### src/logic/hdps_pkg.sv
// shared constants and carrier types for the polled slave link controller
// assumes one 50 MHz clock and a synchronous active-high reset
package hdps_pkg;
  // clock and time base
  localparam int CLK_PERIOD_NS = 20;
  localparam int MS_TICK_NS    = 1_000_000;
  localparam int MS_TICK_CYC   = MS_TICK_NS / CLK_PERIOD_NS;
  localparam int SLOW_TICK_MS  = 20;
  localparam int CLK_HZ        = 1_000_000_000 / CLK_PERIOD_NS;
  localparam int BAUD_MIN      = 300;
  localparam int BIT_DIV_BASE  = CLK_HZ / BAUD_MIN;
  localparam int DIV_W         = 18;

  // line control characters
  localparam logic [7:0] CH_STX = 8'h02;
  localparam logic [7:0] CH_ETX = 8'h03;
  localparam logic [7:0] CH_EOT = 8'h04;
  localparam logic [7:0] CH_ENQ = 8'h05;
  localparam logic [7:0] CH_ACK = 8'h06;
  localparam logic [7:0] CH_NAK = 8'h15;

  localparam logic [15:0] CRC_POLY    = 16'ha001;
  localparam logic [15:0] ACK_WAIT_20 = 16'h0032;
  localparam logic [7:0]  DEF_STATION = 8'h01;
  localparam logic [2:0]  LEN_ACK     = 3'h1;
  localparam logic [2:0]  LEN_EOT     = 3'h2;
  localparam logic [2:0]  LEN_MSG_HDR = 3'h5;

  typedef struct packed {
    logic [2:0]  baud_sel;            // 300 << baud_sel
    logic        parity_even;
    logic [7:0]  station_number;
    logic        modem_hs;
    logic        use_crc;             // else block_check_byte
    logic        idle_reply_suppress;
    logic        dup_detect;
    logic [15:0] poll_timeout;        // 20 ms units, 0 = off
    logic [15:0] rts_off_delay;       // 20 ms units
    logic [15:0] rts_send_delay;      // 20 ms units
    logic [7:0]  msg_retries;
    logic [15:0] pre_tx_delay;        // 1 ms units
  } hdps_cfg_type;

  typedef enum logic [2:0] {
    P_IDLE = 3'b000, P_PSTN = 3'b001, P_STN = 3'b010, P_TAG = 3'b011,
    P_DAT  = 3'b100, P_ETX  = 3'b101, P_CK0 = 3'b110, P_CK1 = 3'b111
  } hdps_parse_type;

  typedef enum logic [2:0] {
    T_IDLE = 3'b000, T_PRE = 3'b001, T_SDLY = 3'b010, T_CTS = 3'b011,
    T_SEND = 3'b100, T_OFF = 3'b101, T_WACK = 3'b110
  } hdps_tx_type;

  typedef enum logic [1:0] {
    K_ACK = 2'b00, K_EOT = 2'b01, K_MSG = 2'b10
  } hdps_kind_type;
endpackage

### src/logic/hdps_link.sv
// polled slave link controller: frame parser, reply sequencer and modem control timing
// assumes a polling master on a half-duplex line; configuration is held steady by the user
// Function
// - bit rate 300 doubling to 38.4K, parity none or even, same at both ends
// - only polls and packets addressed to our station number are accepted
// - with suppression on and nothing queued, a poll gets no reply; with nothing queued and suppression off, EOT; else the queued message
// - with duplicate detection on, a repeat of the last accepted packet is discarded
// - poll timeout counts 20 ms units only while a self-initiated message waits
// - poll timeout expiry drops the pending message and flags an error
// - poll timeout of zero disables the timeout altogether
// - RTS stays on for the off delay after the last character leaves
// - after RTS rises wait the send delay, then start only once CTS is active
// - unacknowledged message is resent up to the retry count, then flagged as error
// - without handshaking wait the pre-transmit delay before every transmission
// - with modem handshaking pre-transmit delay spaces last received character from RTS
// - control line picks no handshaking or RTS/CTS gating of every transmission
`timescale 1ns/1ps
module hdps_link #(
  parameter int MS_CYC       = hdps_pkg::MS_TICK_CYC,
  parameter int BIT_DIV_BASE = hdps_pkg::BIT_DIV_BASE
) (
  input  wire logic                  core_clk,
  input  wire logic                  reset,
  input  wire hdps_pkg::hdps_cfg_type cfg,
  input  wire logic                  rxd,
  input  wire logic                  cts,
  output logic                       txd,
  output logic                       rts,
  input  wire logic                  outgoing_message_request,
  input  wire logic [7:0]            outgoing_data,
  output logic                       out_ready,
  output logic                       msg_done,
  output logic                       msg_error,
  output logic                       rx_msg_valid,
  output logic [7:0]                 rx_msg_data,
  output logic [7:0]                 rx_msg_tag
);
  import hdps_pkg::*;

  typedef struct packed {
    hdps_parse_type p;
    logic [7:0]     r_stn, r_tag, r_data, r_ck0;
    hdps_tx_type    t;
    hdps_kind_type  kind;
    logic [2:0]     idx;
    logic [15:0]    dly;
    logic [15:0]    quiet;
    logic [15:0]    poll_cnt;
    logic           pend;
    logic [7:0]     m_data;
    logic [7:0]     m_tag;
    logic [7:0]     tries;
    logic           last_ok;
    logic [7:0]     last_tag;
    logic [7:0]     last_data;
    logic           tx_start;
    logic [7:0]     tx_byte;
    logic           rts;
    logic           rdy;
    logic           done;
    logic           err;
    logic           rx_v;
    logic [7:0]     rx_data;
    logic [7:0]     rx_tag;
  } hdps_link_st_type;

  hdps_link_st_type s_q, s_d;
  logic             ms_tick, slow_tick;
  logic             u_busy, u_valid, u_err;
  logic [7:0]       u_byte;
  logic [DIV_W-1:0] bit_div;
  logic             ev_poll, ev_pkt, ev_ack, ev_nak;
  logic [15:0]      ck_rx, ck_tx;
  logic [2:0]       tx_len;

  // doubling rates come from halving one divider
  assign bit_div = DIV_W'(BIT_DIV_BASE) >> cfg.baud_sel;

  hdps_tick #(.MS_CYC(MS_CYC)) u_tick (
    .core_clk  (core_clk),
    .reset     (reset),
    .ms_tick   (ms_tick),
    .slow_tick (slow_tick)
  );

  hdps_uart u_uart (
    .core_clk    (core_clk),
    .reset       (reset),
    .bit_div     (bit_div),
    .parity_even (cfg.parity_even),
    .rxd         (rxd),
    .tx_start    (s_q.tx_start),
    .tx_byte     (s_q.tx_byte),
    .tx_busy     (u_busy),
    .txd         (txd),
    .rx_valid    (u_valid),
    .rx_byte     (u_byte),
    .rx_err      (u_err)
  );

  // check value over station, tag and data; crc low byte goes first
  function automatic logic [15:0] check_of(input logic crc, input logic [7:0] a,
                                           input logic [7:0] b, input logic [7:0] c);
    logic [15:0] x;
    logic [23:0] v;
    x = '0;
    v = {c, b, a};
    if (crc) begin
      for (int i = 0; i < 24; i++) begin
        x = (x[0] ^ v[i]) ? ((x >> 1) ^ CRC_POLY) : (x >> 1);
      end
    end else begin
      x = {8'h00, 8'h00 - (a + b + c)};
    end
    return x;
  endfunction

  assign ck_rx  = check_of(cfg.use_crc, s_q.r_stn, s_q.r_tag, s_q.r_data);
  assign ck_tx  = check_of(cfg.use_crc, cfg.station_number, s_q.m_tag, s_q.m_data);
  assign tx_len = (s_q.kind == K_ACK) ? LEN_ACK :
                  (s_q.kind == K_EOT) ? LEN_EOT :
                  LEN_MSG_HDR + (cfg.use_crc ? 3'h2 : 3'h1);

  always_comb begin
    s_d          = s_q;
    s_d.tx_start = 1'b0;
    s_d.done     = 1'b0;
    s_d.err      = 1'b0;
    s_d.rx_v     = 1'b0;
    ev_poll      = 1'b0;
    ev_pkt       = 1'b0;
    ev_ack       = 1'b0;
    ev_nak       = 1'b0;
    // line quiet time since the last received character
    if (u_valid) begin
      s_d.quiet = '0;
    end else if (ms_tick && s_q.quiet != 16'hffff) begin
      s_d.quiet = s_q.quiet + 16'h0001;
    end
    // frame parser; a parity or stop fault drops the frame
    if (u_valid) begin
      if (u_err) begin
        s_d.p = P_IDLE;
      end else begin
        case (s_q.p)
          P_IDLE: begin
            if (u_byte == CH_ENQ) begin
              s_d.p = P_PSTN;
            end else if (u_byte == CH_STX) begin
              s_d.p = P_STN;
            end
            ev_ack = (u_byte == CH_ACK);
            ev_nak = (u_byte == CH_NAK);
          end
          P_PSTN: begin
            ev_poll = (u_byte == cfg.station_number);
            s_d.p   = P_IDLE;
          end
          P_STN: begin
            s_d.r_stn = u_byte;
            s_d.p     = P_TAG;
          end
          P_TAG: begin
            s_d.r_tag = u_byte;
            s_d.p     = P_DAT;
          end
          P_DAT: begin
            s_d.r_data = u_byte;
            s_d.p      = P_ETX;
          end
          P_ETX: begin
            s_d.p = (u_byte == CH_ETX) ? P_CK0 : P_IDLE;
          end
          P_CK0: begin
            s_d.r_ck0 = u_byte;
            s_d.p     = cfg.use_crc ? P_CK1 : P_IDLE;
            ev_pkt    = !cfg.use_crc && (u_byte == ck_rx[7:0]);
          end
          default: begin
            s_d.p  = P_IDLE;
            ev_pkt = ({u_byte, s_q.r_ck0} == ck_rx);
          end
        endcase
      end
    end
    ev_pkt = ev_pkt && (s_q.r_stn == cfg.station_number);
    // deliver a good packet once; a repeat is acknowledged but not passed on
    if (ev_pkt) begin
      if (!(cfg.dup_detect && s_q.last_ok && s_q.r_tag == s_q.last_tag
            && s_q.r_data == s_q.last_data)) begin
        s_d.rx_v    = 1'b1;
        s_d.rx_data = s_q.r_data;
        s_d.rx_tag  = s_q.r_tag;
      end
      s_d.last_ok   = 1'b1;
      s_d.last_tag  = s_q.r_tag;
      s_d.last_data = s_q.r_data;
    end
    // accept a new outgoing message only when none is pending
    if (outgoing_message_request && !s_q.pend) begin
      s_d.pend     = 1'b1;
      s_d.m_data   = outgoing_data;
      s_d.m_tag    = s_q.m_tag + 8'h01;
      s_d.tries    = '0;
      s_d.poll_cnt = '0;
    end
    // reply sequencer
    case (s_q.t)
      T_IDLE: begin
        s_d.dly = '0;
        s_d.idx = '0;
        if (ev_pkt) begin
          s_d.kind = K_ACK;
          s_d.t    = T_PRE;
        end else if (ev_poll) begin
          s_d.poll_cnt = '0;
          if (s_q.pend) begin
            s_d.kind = K_MSG;
            s_d.t    = T_PRE;
          end else if (!cfg.idle_reply_suppress) begin
            s_d.kind = K_EOT;
            s_d.t    = T_PRE;
          end
        end else if (s_q.pend) begin
          if (slow_tick) begin
            s_d.poll_cnt = s_q.poll_cnt + 16'h0001;
          end
          if (cfg.poll_timeout != 16'h0000 && s_q.poll_cnt >= cfg.poll_timeout) begin
            s_d.pend = 1'b0;
            s_d.err  = 1'b1;
          end
        end
      end
      T_PRE: begin
        if (cfg.modem_hs) begin
          if (s_q.quiet >= cfg.pre_tx_delay) begin
            s_d.rts = 1'b1;
            s_d.t   = T_SDLY;
          end
        end else if (s_q.dly >= cfg.pre_tx_delay) begin
          s_d.t = T_SEND;
        end else if (ms_tick) begin
          s_d.dly = s_q.dly + 16'h0001;
        end
      end
      T_SDLY: begin
        if (s_q.dly >= cfg.rts_send_delay) begin
          s_d.t = T_CTS;
        end else if (slow_tick) begin
          s_d.dly = s_q.dly + 16'h0001;
        end
      end
      T_CTS: begin
        if (cts) begin
          s_d.t = T_SEND;
        end
      end
      T_SEND: begin
        // wait for the serialiser to finish before the next byte or turnaround
        if (!u_busy && !s_q.tx_start) begin
          if (s_q.idx == tx_len) begin
            s_d.dly = '0;
            s_d.t   = cfg.modem_hs ? T_OFF : ((s_q.kind == K_MSG) ? T_WACK : T_IDLE);
          end else begin
            s_d.tx_start = 1'b1;
            s_d.idx      = s_q.idx + 3'h1;
            case (s_q.idx)
              3'h0:    s_d.tx_byte = (s_q.kind == K_ACK) ? CH_ACK :
                                     (s_q.kind == K_EOT) ? CH_EOT : CH_STX;
              3'h1:    s_d.tx_byte = cfg.station_number;
              3'h2:    s_d.tx_byte = s_q.m_tag;
              3'h3:    s_d.tx_byte = s_q.m_data;
              3'h4:    s_d.tx_byte = CH_ETX;
              3'h5:    s_d.tx_byte = ck_tx[7:0];
              default: s_d.tx_byte = ck_tx[15:8];
            endcase
          end
        end
      end
      T_OFF: begin
        if (s_q.dly >= cfg.rts_off_delay) begin
          s_d.rts = 1'b0;
          s_d.dly = '0;
          s_d.t   = (s_q.kind == K_MSG) ? T_WACK : T_IDLE;
        end else if (slow_tick) begin
          s_d.dly = s_q.dly + 16'h0001;
        end
      end
      default: begin
        // the master must answer a sent message; silence counts as a refusal
        if (slow_tick) begin
          s_d.dly = s_q.dly + 16'h0001;
        end
        if (ev_ack) begin
          s_d.pend = 1'b0;
          s_d.done = 1'b1;
          s_d.t    = T_IDLE;
        end else if (ev_nak || s_q.dly >= ACK_WAIT_20) begin
          s_d.t        = T_IDLE;
          s_d.poll_cnt = '0;
          if (s_q.tries < cfg.msg_retries) begin
            s_d.tries = s_q.tries + 8'h01;
          end else begin
            s_d.pend = 1'b0;
            s_d.err  = 1'b1;
          end
        end
      end
    endcase
    s_d.rdy = !s_d.pend;
  end

  always_ff @(posedge core_clk) begin
    if (reset) begin
      s_q       <= '0;            // all idle states encode as zero
      s_q.rdy   <= 1'b1;
    end else begin
      s_q <= s_d;
    end
  end

  assign rts          = s_q.rts;
  assign out_ready    = s_q.rdy;
  assign msg_done     = s_q.done;
  assign msg_error    = s_q.err;
  assign rx_msg_valid = s_q.rx_v;
  assign rx_msg_data  = s_q.rx_data;
  assign rx_msg_tag   = s_q.rx_tag;
endmodule

### src/logic/hdps_tick.sv
// time base: 1 ms and 20 ms one-cycle enable pulses
// assumes MS_CYC clock cycles make one millisecond
`timescale 1ns/1ps
module hdps_tick #(
  parameter int MS_CYC = hdps_pkg::MS_TICK_CYC
) (
  input  wire logic core_clk,
  input  wire logic reset,
  output logic      ms_tick,
  output logic      slow_tick
);
  import hdps_pkg::*;

  typedef struct packed {
    logic [DIV_W-1:0] cnt;
    logic [4:0]       ms_cnt;
    logic             ms;
    logic             slow;
  } hdps_tick_st_type;

  hdps_tick_st_type s_q, s_d;

  // divide the clock, then divide milliseconds by twenty
  always_comb begin
    s_d      = s_q;
    s_d.ms   = 1'b0;
    s_d.slow = 1'b0;
    if (s_q.cnt == DIV_W'(MS_CYC - 1)) begin
      s_d.cnt = '0;
      s_d.ms  = 1'b1;
      if (s_q.ms_cnt == 5'(SLOW_TICK_MS - 1)) begin
        s_d.ms_cnt = '0;
        s_d.slow   = 1'b1;
      end else begin
        s_d.ms_cnt = s_q.ms_cnt + 5'h01;
      end
    end else begin
      s_d.cnt = s_q.cnt + {{(DIV_W-1){1'b0}}, 1'b1};
    end
  end

  always_ff @(posedge core_clk) begin
    if (reset) begin
      s_q <= '0;
    end else begin
      s_q <= s_d;
    end
  end

  assign ms_tick   = s_q.ms;
  assign slow_tick = s_q.slow;
endmodule

### src/logic/hdps_uart.sv
// byte serialiser and deserialiser: start, 8 data lsb first, optional even parity, 1 stop
// assumes rxd is synchronous to core_clk and bit_div stays still while the line is busy
`timescale 1ns/1ps
module hdps_uart (
  input  wire logic                      core_clk,
  input  wire logic                      reset,
  input  wire logic [hdps_pkg::DIV_W-1:0] bit_div,
  input  wire logic                      parity_even,
  input  wire logic                      rxd,
  input  wire logic                      tx_start,
  input  wire logic [7:0]                tx_byte,
  output logic                           tx_busy,
  output logic                           txd,
  output logic                           rx_valid,
  output logic [7:0]                     rx_byte,
  output logic                           rx_err
);
  import hdps_pkg::*;

  typedef struct packed {
    logic [10:0]      tx_sh;
    logic [DIV_W-1:0] tx_cnt;
    logic [3:0]       tx_bits;
    logic             txd;
    logic             rx_on;
    logic [9:0]       rx_sh;
    logic [DIV_W-1:0] rx_cnt;
    logic [3:0]       rx_bits;
    logic             rx_valid;
    logic [7:0]       rx_byte;
    logic             rx_err;
  } hdps_uart_st_type;

  hdps_uart_st_type s_q, s_d;
  logic [3:0] frame_len;

  assign frame_len = parity_even ? 4'hb : 4'ha;

  always_comb begin
    s_d          = s_q;
    s_d.rx_valid = 1'b0;
    s_d.rx_err   = 1'b0;
    // transmitter: a start request while busy is dropped
    if (s_q.tx_bits == 4'h0) begin
      s_d.txd = 1'b1;
      if (tx_start) begin
        s_d.tx_sh   = {1'b1, (parity_even ? ^tx_byte : 1'b1), tx_byte, 1'b0};
        s_d.tx_bits = frame_len;
        s_d.tx_cnt  = '0;
        s_d.txd     = 1'b0;
      end
    end else if (s_q.tx_cnt == bit_div - 1'b1) begin
      s_d.tx_cnt  = '0;
      s_d.tx_sh   = {1'b1, s_q.tx_sh[10:1]};
      s_d.tx_bits = s_q.tx_bits - 4'h1;
      s_d.txd     = (s_q.tx_bits == 4'h1) ? 1'b1 : s_q.tx_sh[1];
    end else begin
      s_d.tx_cnt = s_q.tx_cnt + 1'b1;
    end
    // receiver: half a bit to the start centre, then whole bits
    if (!s_q.rx_on) begin
      if (!rxd) begin
        s_d.rx_on   = 1'b1;
        s_d.rx_cnt  = bit_div >> 1;
        s_d.rx_bits = frame_len;
      end
    end else if (s_q.rx_cnt == bit_div - 1'b1) begin
      s_d.rx_cnt  = '0;
      s_d.rx_bits = s_q.rx_bits - 4'h1;
      if (s_q.rx_bits == frame_len && rxd) begin
        s_d.rx_on = 1'b0;               // glitch, not a start bit
      end else if (s_q.rx_bits != frame_len) begin
        s_d.rx_sh = {rxd, s_q.rx_sh[9:1]};
      end
      if (s_q.rx_bits == 4'h1) begin
        s_d.rx_on    = 1'b0;
        s_d.rx_valid = 1'b1;
        s_d.rx_byte  = parity_even ? s_d.rx_sh[7:0] : s_d.rx_sh[8:1];
        s_d.rx_err   = !rxd || (parity_even && (^s_d.rx_sh[8:0]));
      end
    end else begin
      s_d.rx_cnt = s_q.rx_cnt + 1'b1;
    end
  end

  always_ff @(posedge core_clk) begin
    if (reset) begin
      s_q       <= '0;
      s_q.txd   <= 1'b1;
    end else begin
      s_q <= s_d;
    end
  end

  assign tx_busy  = (s_q.tx_bits != 4'h0);
  assign txd      = s_q.txd;
  assign rx_valid = s_q.rx_valid;
  assign rx_byte  = s_q.rx_byte;
  assign rx_err   = s_q.rx_err;
endmodule

### config.mk
export PLATFORM = sky130hd
export DESIGN_NAME = hdps_link
export DESIGN_NICKNAME = d
export VERILOG_FILES = /design/src/logic/hdps_pkg.sv /design/src/logic/hdps_link.sv /design/src/logic/hdps_tick.sv /design/src/logic/hdps_uart.sv
export SDC_FILE = /design/constraint.sdc
export NUM_CORES = 1
export LEC_CHECK = 0
export BUFFER_PORTS_ARGS = -buffer_cell sky130_fd_sc_hd__buf_2
export CELL_PAD_IN_SITES_DETAIL_PLACEMENT = 1
export CELL_PAD_IN_SITES_GLOBAL_PLACEMENT = 1
export CORE_MARGIN = 2
export CORE_UTILIZATION = 43
export CTS_BUF_LIST = sky130_fd_sc_hd__clkbuf_2
export DETAILED_ROUTE_END_ITERATION = 7
export PLACE_DENSITY_LB_ADDON = 0.1
export SLEW_MARGIN = 30
export SYNTH_ARGS = -nofsm -noshare
export SYNTH_HDL_FRONTEND = slang
export SYNTH_SLANG_ARGS = --single-unit
### constraint.sdc
create_clock -name core_clk -period 4.4 [get_ports core_clk]
set_clock_uncertainty 0.05 [all_clocks]
set_input_delay 0.22 -clock core_clk [delete_from_list [all_inputs] [get_ports core_clk]]
set_output_delay 0.22 -clock core_clk [all_outputs]
set_load 0.01 [all_outputs]
# After elaboration in Yosys (flattened, before gate mapping)
# Index checks and enable logic that the tools add are counted.
[totals] register_bits=265 input_bits=101 out_inout_bits=22 wordCells=456
[classes] addsub=20 order_cmp=7 n_eq_ne=62 shifts=1 muxes=159 bitwise=103 n_reduce_logical=61
[op_table] operator="$mux W16" count=60
[op_table] operator="$not A2 Y3" count=46
[op_table] operator="$pmux W16 S6" count=1
[op_table] operator="$ge A16 B16 Y1" count=5
[op_table] operator="$mux W17" count=4
[op_table] operator="$mux W34" count=2
[op_table] operator="$mux W3" count=22
[op_table] operator="$add A18 B1 Y18 const B" count=3
[op_table] operator="$mux W10" count=5
[op_table] operator="$add A16 B1 Y16 const B" count=3
[op_table] operator="$pmux W8 S6" count=1
[op_table] operator="$xor A1 B1 Y1" count=46
[op_table] operator="$mux W22" count=2
[op_table] operator="$mux W41" count=1
[op_table] operator="$eq A8 B8 Y1" count=5
[op_table] operator="$mux W8" count=5
[op_table] operator="$eq A18 B18 Y1" count=2
[op_table] operator="$mux W18" count=2
[op_table] operator="$pmux W3 S6" count=2
[op_table] operator="$mux W1" count=34
[op_table] operator="$pmux W17 S2" count=1
[op_table] operator="$add A8 B8 Y8" count=4
[op_table] operator="$mux W5" count=6
[op_table] operator="$ne A2 B2 Y1 const B" count=13
[op_table] operator="other kinds (62)" count=138

# Depth between registers and ports, before layout
[logic_depth] ltp_word=57 depth_mapped=19 mapped_depth_nobuf=16

# Hierarchy
# From an unflattened synthesis, not the netlist that was laid out.
[unflattened] cells_unflattened=2448 area_unflattened_um2=19930.4
[modules_own_cells] module="hdps_link" n_inst=1 cells_per_inst=1647 area_per_inst_um2=13337.8 seq_area_each_um2=3263.1
[modules_own_cells] module="hdps_uart" n_inst=1 cells_per_inst=666 area_per_inst_um2=5343.9 seq_area_each_um2=1521.5
[modules_own_cells] module="hdps_tick" n_inst=1 cells_per_inst=135 area_per_inst_um2=1248.7 seq_area_each_um2=500.5

# Least setup slack after synthesis
# Ideal clock, no wire load.
[synth_path] path_type="register to register" start="register s_q[139] (netlist bit)" end="register s_q (netlist bit rx_msg_data[7])" setup_time_ns=0.128 arrival_ns=4.199 required_time_ns=4.222 path_slack_ns=0.024 stages_incl_launch_ff=19 n_path_buf=3 period_less_slack_ns=4.376 path_cell_list="dfxtp_1 > buf_4 > inv_1 > fa_1 > ha_1 > ha_1 > a21oi_1 > a21boi_0 > or4b_2 > nand3_1 > xor2_1 > o32a_1 > a2111oi_4 > a32o_2 > buf_8 > o311ai_4 > buf_6 > mux2i_1 > nor2_1"
[synth_between] elab_chain_len=18 word_cells_on_any_way=27 classes_between="2 x add/sub; 3 x eq/ne; 9 x mux; 9 x bitwise; 4 x reduce/logical"
[synth_rtl] element="from (decl)" line="hdps_link.sv:67" rtl="hdps_link_st_type s_q, s_d;"
[synth_rtl] element="parallel branches: the longest is 17 deep, another holds $add A8 B8 Y8"
[synth_rtl] element="$reduce_and A2 Y1 (no line) *"
# Mark *: on every way between the ends.
# A chain may end at the register's enable or synchronous reset.

# Worst setup path after layout
[layout_path] start="register s_q[145] (netlist bit)" end="register s_q (netlist bit rx_msg_data[1])"
[layout_between] elab_chain_len=38 word_cells_on_any_way=59 classes_between="3 x add/sub; 3 x eq/ne; 19 x mux; 29 x bitwise; 5 x reduce/logical"
[layout_rtl] element="$xor A1 B1 Y1" line="hdps_link.sv:110" rtl="x = (x[0] ^ v[i]) ? ((x >> 1) ^ CRC_POLY) : (x >> 1);"
[layout_rtl] element="$mux W16" line="hdps_link.sv:110"
[layout_rtl] element="$xor A1 B1 Y1" line="hdps_link.sv:110"
[layout_rtl] element="$mux W16" line="hdps_link.sv:110"
[layout_rtl] element="$xor A1 B1 Y1" line="hdps_link.sv:110"
[layout_rtl] element="$mux W16" line="hdps_link.sv:110"
[layout_rtl] element="$xor A1 B1 Y1" line="hdps_link.sv:110"
[layout_rtl] element="$mux W16" line="hdps_link.sv:110"
[layout_rtl] element="(+22 left out)"
[layout_rtl] element="$mux W16" line="hdps_link.sv:108" rtl="if (crc) begin"
[layout_rtl] element="$eq A8 B8 Y1" line="hdps_link.sv:177" rtl="ev_pkt = !cfg.use_crc && (u_byte == ck_rx[7:0]);"
[layout_rtl] element="$logic_and A1 B1 Y1" line="hdps_link.sv:177"
[layout_rtl] element="$pmux W1 S2" line="hdps_link.sv:145" rtl="case (s_q.p)"
[layout_rtl] element="$mux W1" line="hdps_link.sv:142" rtl="if (u_err) begin"
[layout_rtl] element="$mux W1" line="hdps_link.sv:141" rtl="if (u_valid) begin"
[layout_rtl] element="$logic_and A1 B1 Y1" line="hdps_link.sv:186" rtl="ev_pkt = ev_pkt && (s_q.r_stn == cfg.station_number);"
[layout_rtl] element="$reduce_and A2 Y1 (no line) *"
# Every way passes the cells marked *; elsewhere a longest branch is shown, timed or not.

==> results.md <==
* Worst reg2reg startpoint: s_q[145]$_SDFFE_PP0P_
* Dpl cells at 2,980
* Port Buffers at 122
* CP Depth at 18
* Ys Warns at 0
* Reg2Reg Setup Slack at 0.06 ns
* Area Growth Syn to Fin at 15.42%
* Clk slew on worst S/H paths at 0.09 ns
* Core area at 43,270 µm²
* Reg2Reg Capture Point: rx_msg_data[1]$_SDFFE_PP0P_
* Gr ovfl total at 0
* Worst Setup Start Kind: register
* Vias per inst at 5.539
* Average routed wire per standard cell at 19.00 µm
* CP Capture Point: rx_msg_data[1]$_SDFFE_PP0P_
* Max-cap violations at 0
* Io pins at 123
* Cells along the critical path: ha_4, inv_2, fa_1, ha_2, fa_2, a21o_1, a21oi_2, o21ai_2, xnor2_2, xnor2_1, o32a_1, a2111oi_4, a32o_2, buf_12, o311ai_4, clkbuf_16, mux2i_1, nor2_1
* Vias at 17,720
* Min-Delay Path Class: input pin to register
* Peak VDD IR at 0.0001324 V
* LEAKAGE at 9.681 nW
* Kind of critical path: register to register
* DP HPWL at 44,390 µm
* Setup TNS at 0 ns
* Initial Utilization at 0.4376
* Largest net degree at the start of global routing at 88
* FF/Latch Area at 5289 µm²
* Skew-Pair Late Insertion Delay at 1.03 ns
* CP max-delay cell: fa_1
* Most used DFF post-synth: dfxtp_1
* Chip Height at 213.8 µm
* GRT Overall Usage at 0.2678
* Tmin final at 4.344 ns
* Synth Cell Area at 18,930 µm²
* Worst reg2reg path depth at 18
* Syn_area_per_cell at 8.012 µm²
* Pre-CTS setup slack at -0.3161 ns
* Multi-input gate area at 12,450 µm²
* First-pass GRT wire length at 97,600 µm
* Finish-stage setup viols at 0
* Fin Hold WS at 0.1527 ns
* Fin cells at 3,198
* Power Total at 6.001 mW
* Iter 0 DRT Violations at 938
* Die Area at 45,730 µm²
* DR pass1 iterations at 5
* Outcome: completed
* Final Util at 0.5051
* Worst-Margin Slew at 1.036 ns
* Final ANT Viol Nets at 0
* Delay-heaviest family, CP: compound AO/OA/AOI/OAI gates
* EDFF count, synth at 0
* Critical Path Fanout Max at 8
* Clk buf depth at 3
* Unique cell type count in the Yosys netlist at 87
* Initial antenna violation count at 6
* CTS tree: yes
* CP Launch Point: s_q[145]$_SDFFE_PP0P_
* TritonCTS Buffers at 78
* Max transition margin at 0.3028
* Cells after Synth at 2,363
* Nets at 2,806
* Critical path required time at 5.18 ns
* Final period util at 0.9872
* Max Freq at 230.2 MHz
* Placer Congestion at 0.8854
* Total Wirelength at 60,770 µm
* Drt drc at 0
* Post-Place Cell Area at 20,070 µm²
* Crit end category: register
* Share of layout cells above drive strength 1 at 0.1488
* Register area share after synthesis at 0.2791
* RSZ-0062 raised after global routing: true
* Cell area power density at 274.6 nW/µm²
* Worst setup margin at 0.05643 ns
* Syn_nets at 2,621
* CTS H-Tree Depth at 3
* Row count at 76
* Critical path arrival at 5.13 ns
* Async set-reset flop share out of synthesis at 0
* Die width at 213.8 µm
* CTS Sinks at 264
* CP peak stage delay at 0.47 ns
* Vias in the first global route at 18,810
* Register bit total from synthesis at 264
* CTS Root Cell: clkbuf_2
* WP buf/inv at 3
* Final Cell Area at 21,850 µm²
* Slew Limit Fails at 0
* Layout fillers at 5,339
* Final hold vios at 0
==> registers in the layout (all words and copies together) (netlist names), 8 cells and up <==
name and count:
rx_msg_data 8, u_uart.rx_byte 8, u_tick.s_q 23, s_q 142, u_uart.s_q 65, rx_msg_tag 8
==> where the power goes <==
part	switching [mW]	internal [mW]	total (mW)	leakage [nW]
Clock	1.15	0.962	2.11	0.574
Combinational	0.836	0.521	1.36	6.97
Sequential	0.0915	2.44	2.53	2.13
Total	2.08	3.92	6.00	9.68
==> Yosys cell counts (14+ instances only) <==
cell	instances	area share
nor2b_1	29	0.0096
xnor2_1	127	0.059
and3_1	55	0.018
nand2_1	162	0.032
ha_1	143	0.095
nor2_1	265	0.053
a21o_1	43	0.017
a221oi_1	16	0.0074
nor3_1	40	0.011
mux2i_1	74	0.039
buf_4	27	0.011
dfxtp_1	264	0.28
nand3b_1	18	0.0071
a31oi_1	24	0.0079
inv_1	165	0.033
a21oi_1	161	0.043
buf_2	15	0.0040
clkbuf_1	102	0.020
o21ai_0	97	0.026
a211oi_1	34	0.013
nand4_1	21	0.0069
nand2b_1	34	0.011
or3_1	22	0.0073
nand3_1	64	0.017
nor3b_1	26	0.010
nor4_1	23	0.0076
fa_1	14	0.015
xor2_1	91	0.042
o22ai_1	18	0.0059
==> metal layers <==
layer / up-vias / wire length [µm] / track usage
li1: 8618 / - / -
met1: 8604 / 27020 / 0.3313
met2: 381 / 29770 / 0.4726
met3: 108 / 2455 / 0.04115
met4: 4 / 1495 / 0.09243
met5: - / 23 / 0
==> worst register-to-register path, delay by kind of cell, from the launching register on <==
kind	cells	cell delay (ns)
XOR/XNOR	2	0.30
flip-flops	1	0.34
AND/OR/NAND/NOR	1	0.08
multiplexers	1	0.18
buffers and inverters	3	0.38
AO/OA/AOI/OAI	7	1.57
adder cells (fa/ha/maj)	4	1.32
==> area by class of cell <==
class / count / area share
sequential: 264 / 0.2420
antenna: 5 / 0.0005725
tap: 585 / 0.03349
multi-input combinational: 1772 / 0.5697
inverter: 165 / 0.02834
clock buffer: 109 / 0.02496
clock inverter: 31 / 0.01145
timing repair buffer: 267 / 0.08949
==> worst min path at each step <==
stage / start / to / slack (ns) / cells after the start
after CTS: cfg[73] / s_q[124]$_SDFFE_PP0P_ / 0.04 / 4
after global routing: cfg[84] / u_uart.rx_err$_SDFF_PP0_ / 0.13 / 4
after global placement: u_tick.s_q[7]$_SDFF_PP0_ / u_tick.s_q[7]$_SDFF_PP0_ / 0.37 / 1
after floorplan: outgoing_message_request / out_ready$_SDFF_PP1_ / 0.29 / 1
final: cfg[21] / s_q[53]$_SDFF_PP0_ / 0.15 / 9
after detailed placement: s_q[38]$_SDFFE_PP0P_ / s_q[38]$_SDFFE_PP0P_ / 0.41 / 2
==> layout by cell type (no fill, tap or decap), drive strengths merged, types with 23 or more instances in the layout <==
| master | instances |
|---|---|
| inv | 167 |
| clkbuf | 110 |
| a31oi | 24 |
| nor2 | 265 |
| nor3 | 40 |
| xnor2 | 130 |
| o21ai | 100 |
| nor2b | 29 |
| xor2 | 92 |
| nand2b | 34 |
| and3 | 55 |
| nor3b | 26 |
| dfxtp | 264 |
| clkinv | 24 |
| nand2 | 164 |
| ha | 143 |
| buf | 201 |
| nor4 | 23 |
| nand3 | 64 |
| mux2i | 75 |
| dlygate4sd3 | 65 |
| a21oi | 164 |
| a21o | 43 |
| a211oi | 34 |
==> repair_timing <==
action                                  CTS  global route
resized for setup                        15            28
hold endpoints to repair                152             0
buffers inserted                          3             5
hold buffers                             65             0
pin swaps                                11            14
gates cloned                              0             1
endpoints found under the setup margin   54            54
==> logic make-up after synthesis <==
| logic type | Yosys count | share of synthesized area |
|---|---|---|
| AOI/OAI and AO/OA | 503 | 0.1727 |
| and+or+nand+nor | 804 | 0.2088 |
| xor gates and xnor gates | 228 | 0.1116 |
| muxes | 80 | 0.04329 |
| DFF | 264 | 0.2791 |
| buffers and inverters | 327 | 0.07520 |
| adders and majority gates | 157 | 0.1093 |
(Power assumes the default switching activity.)
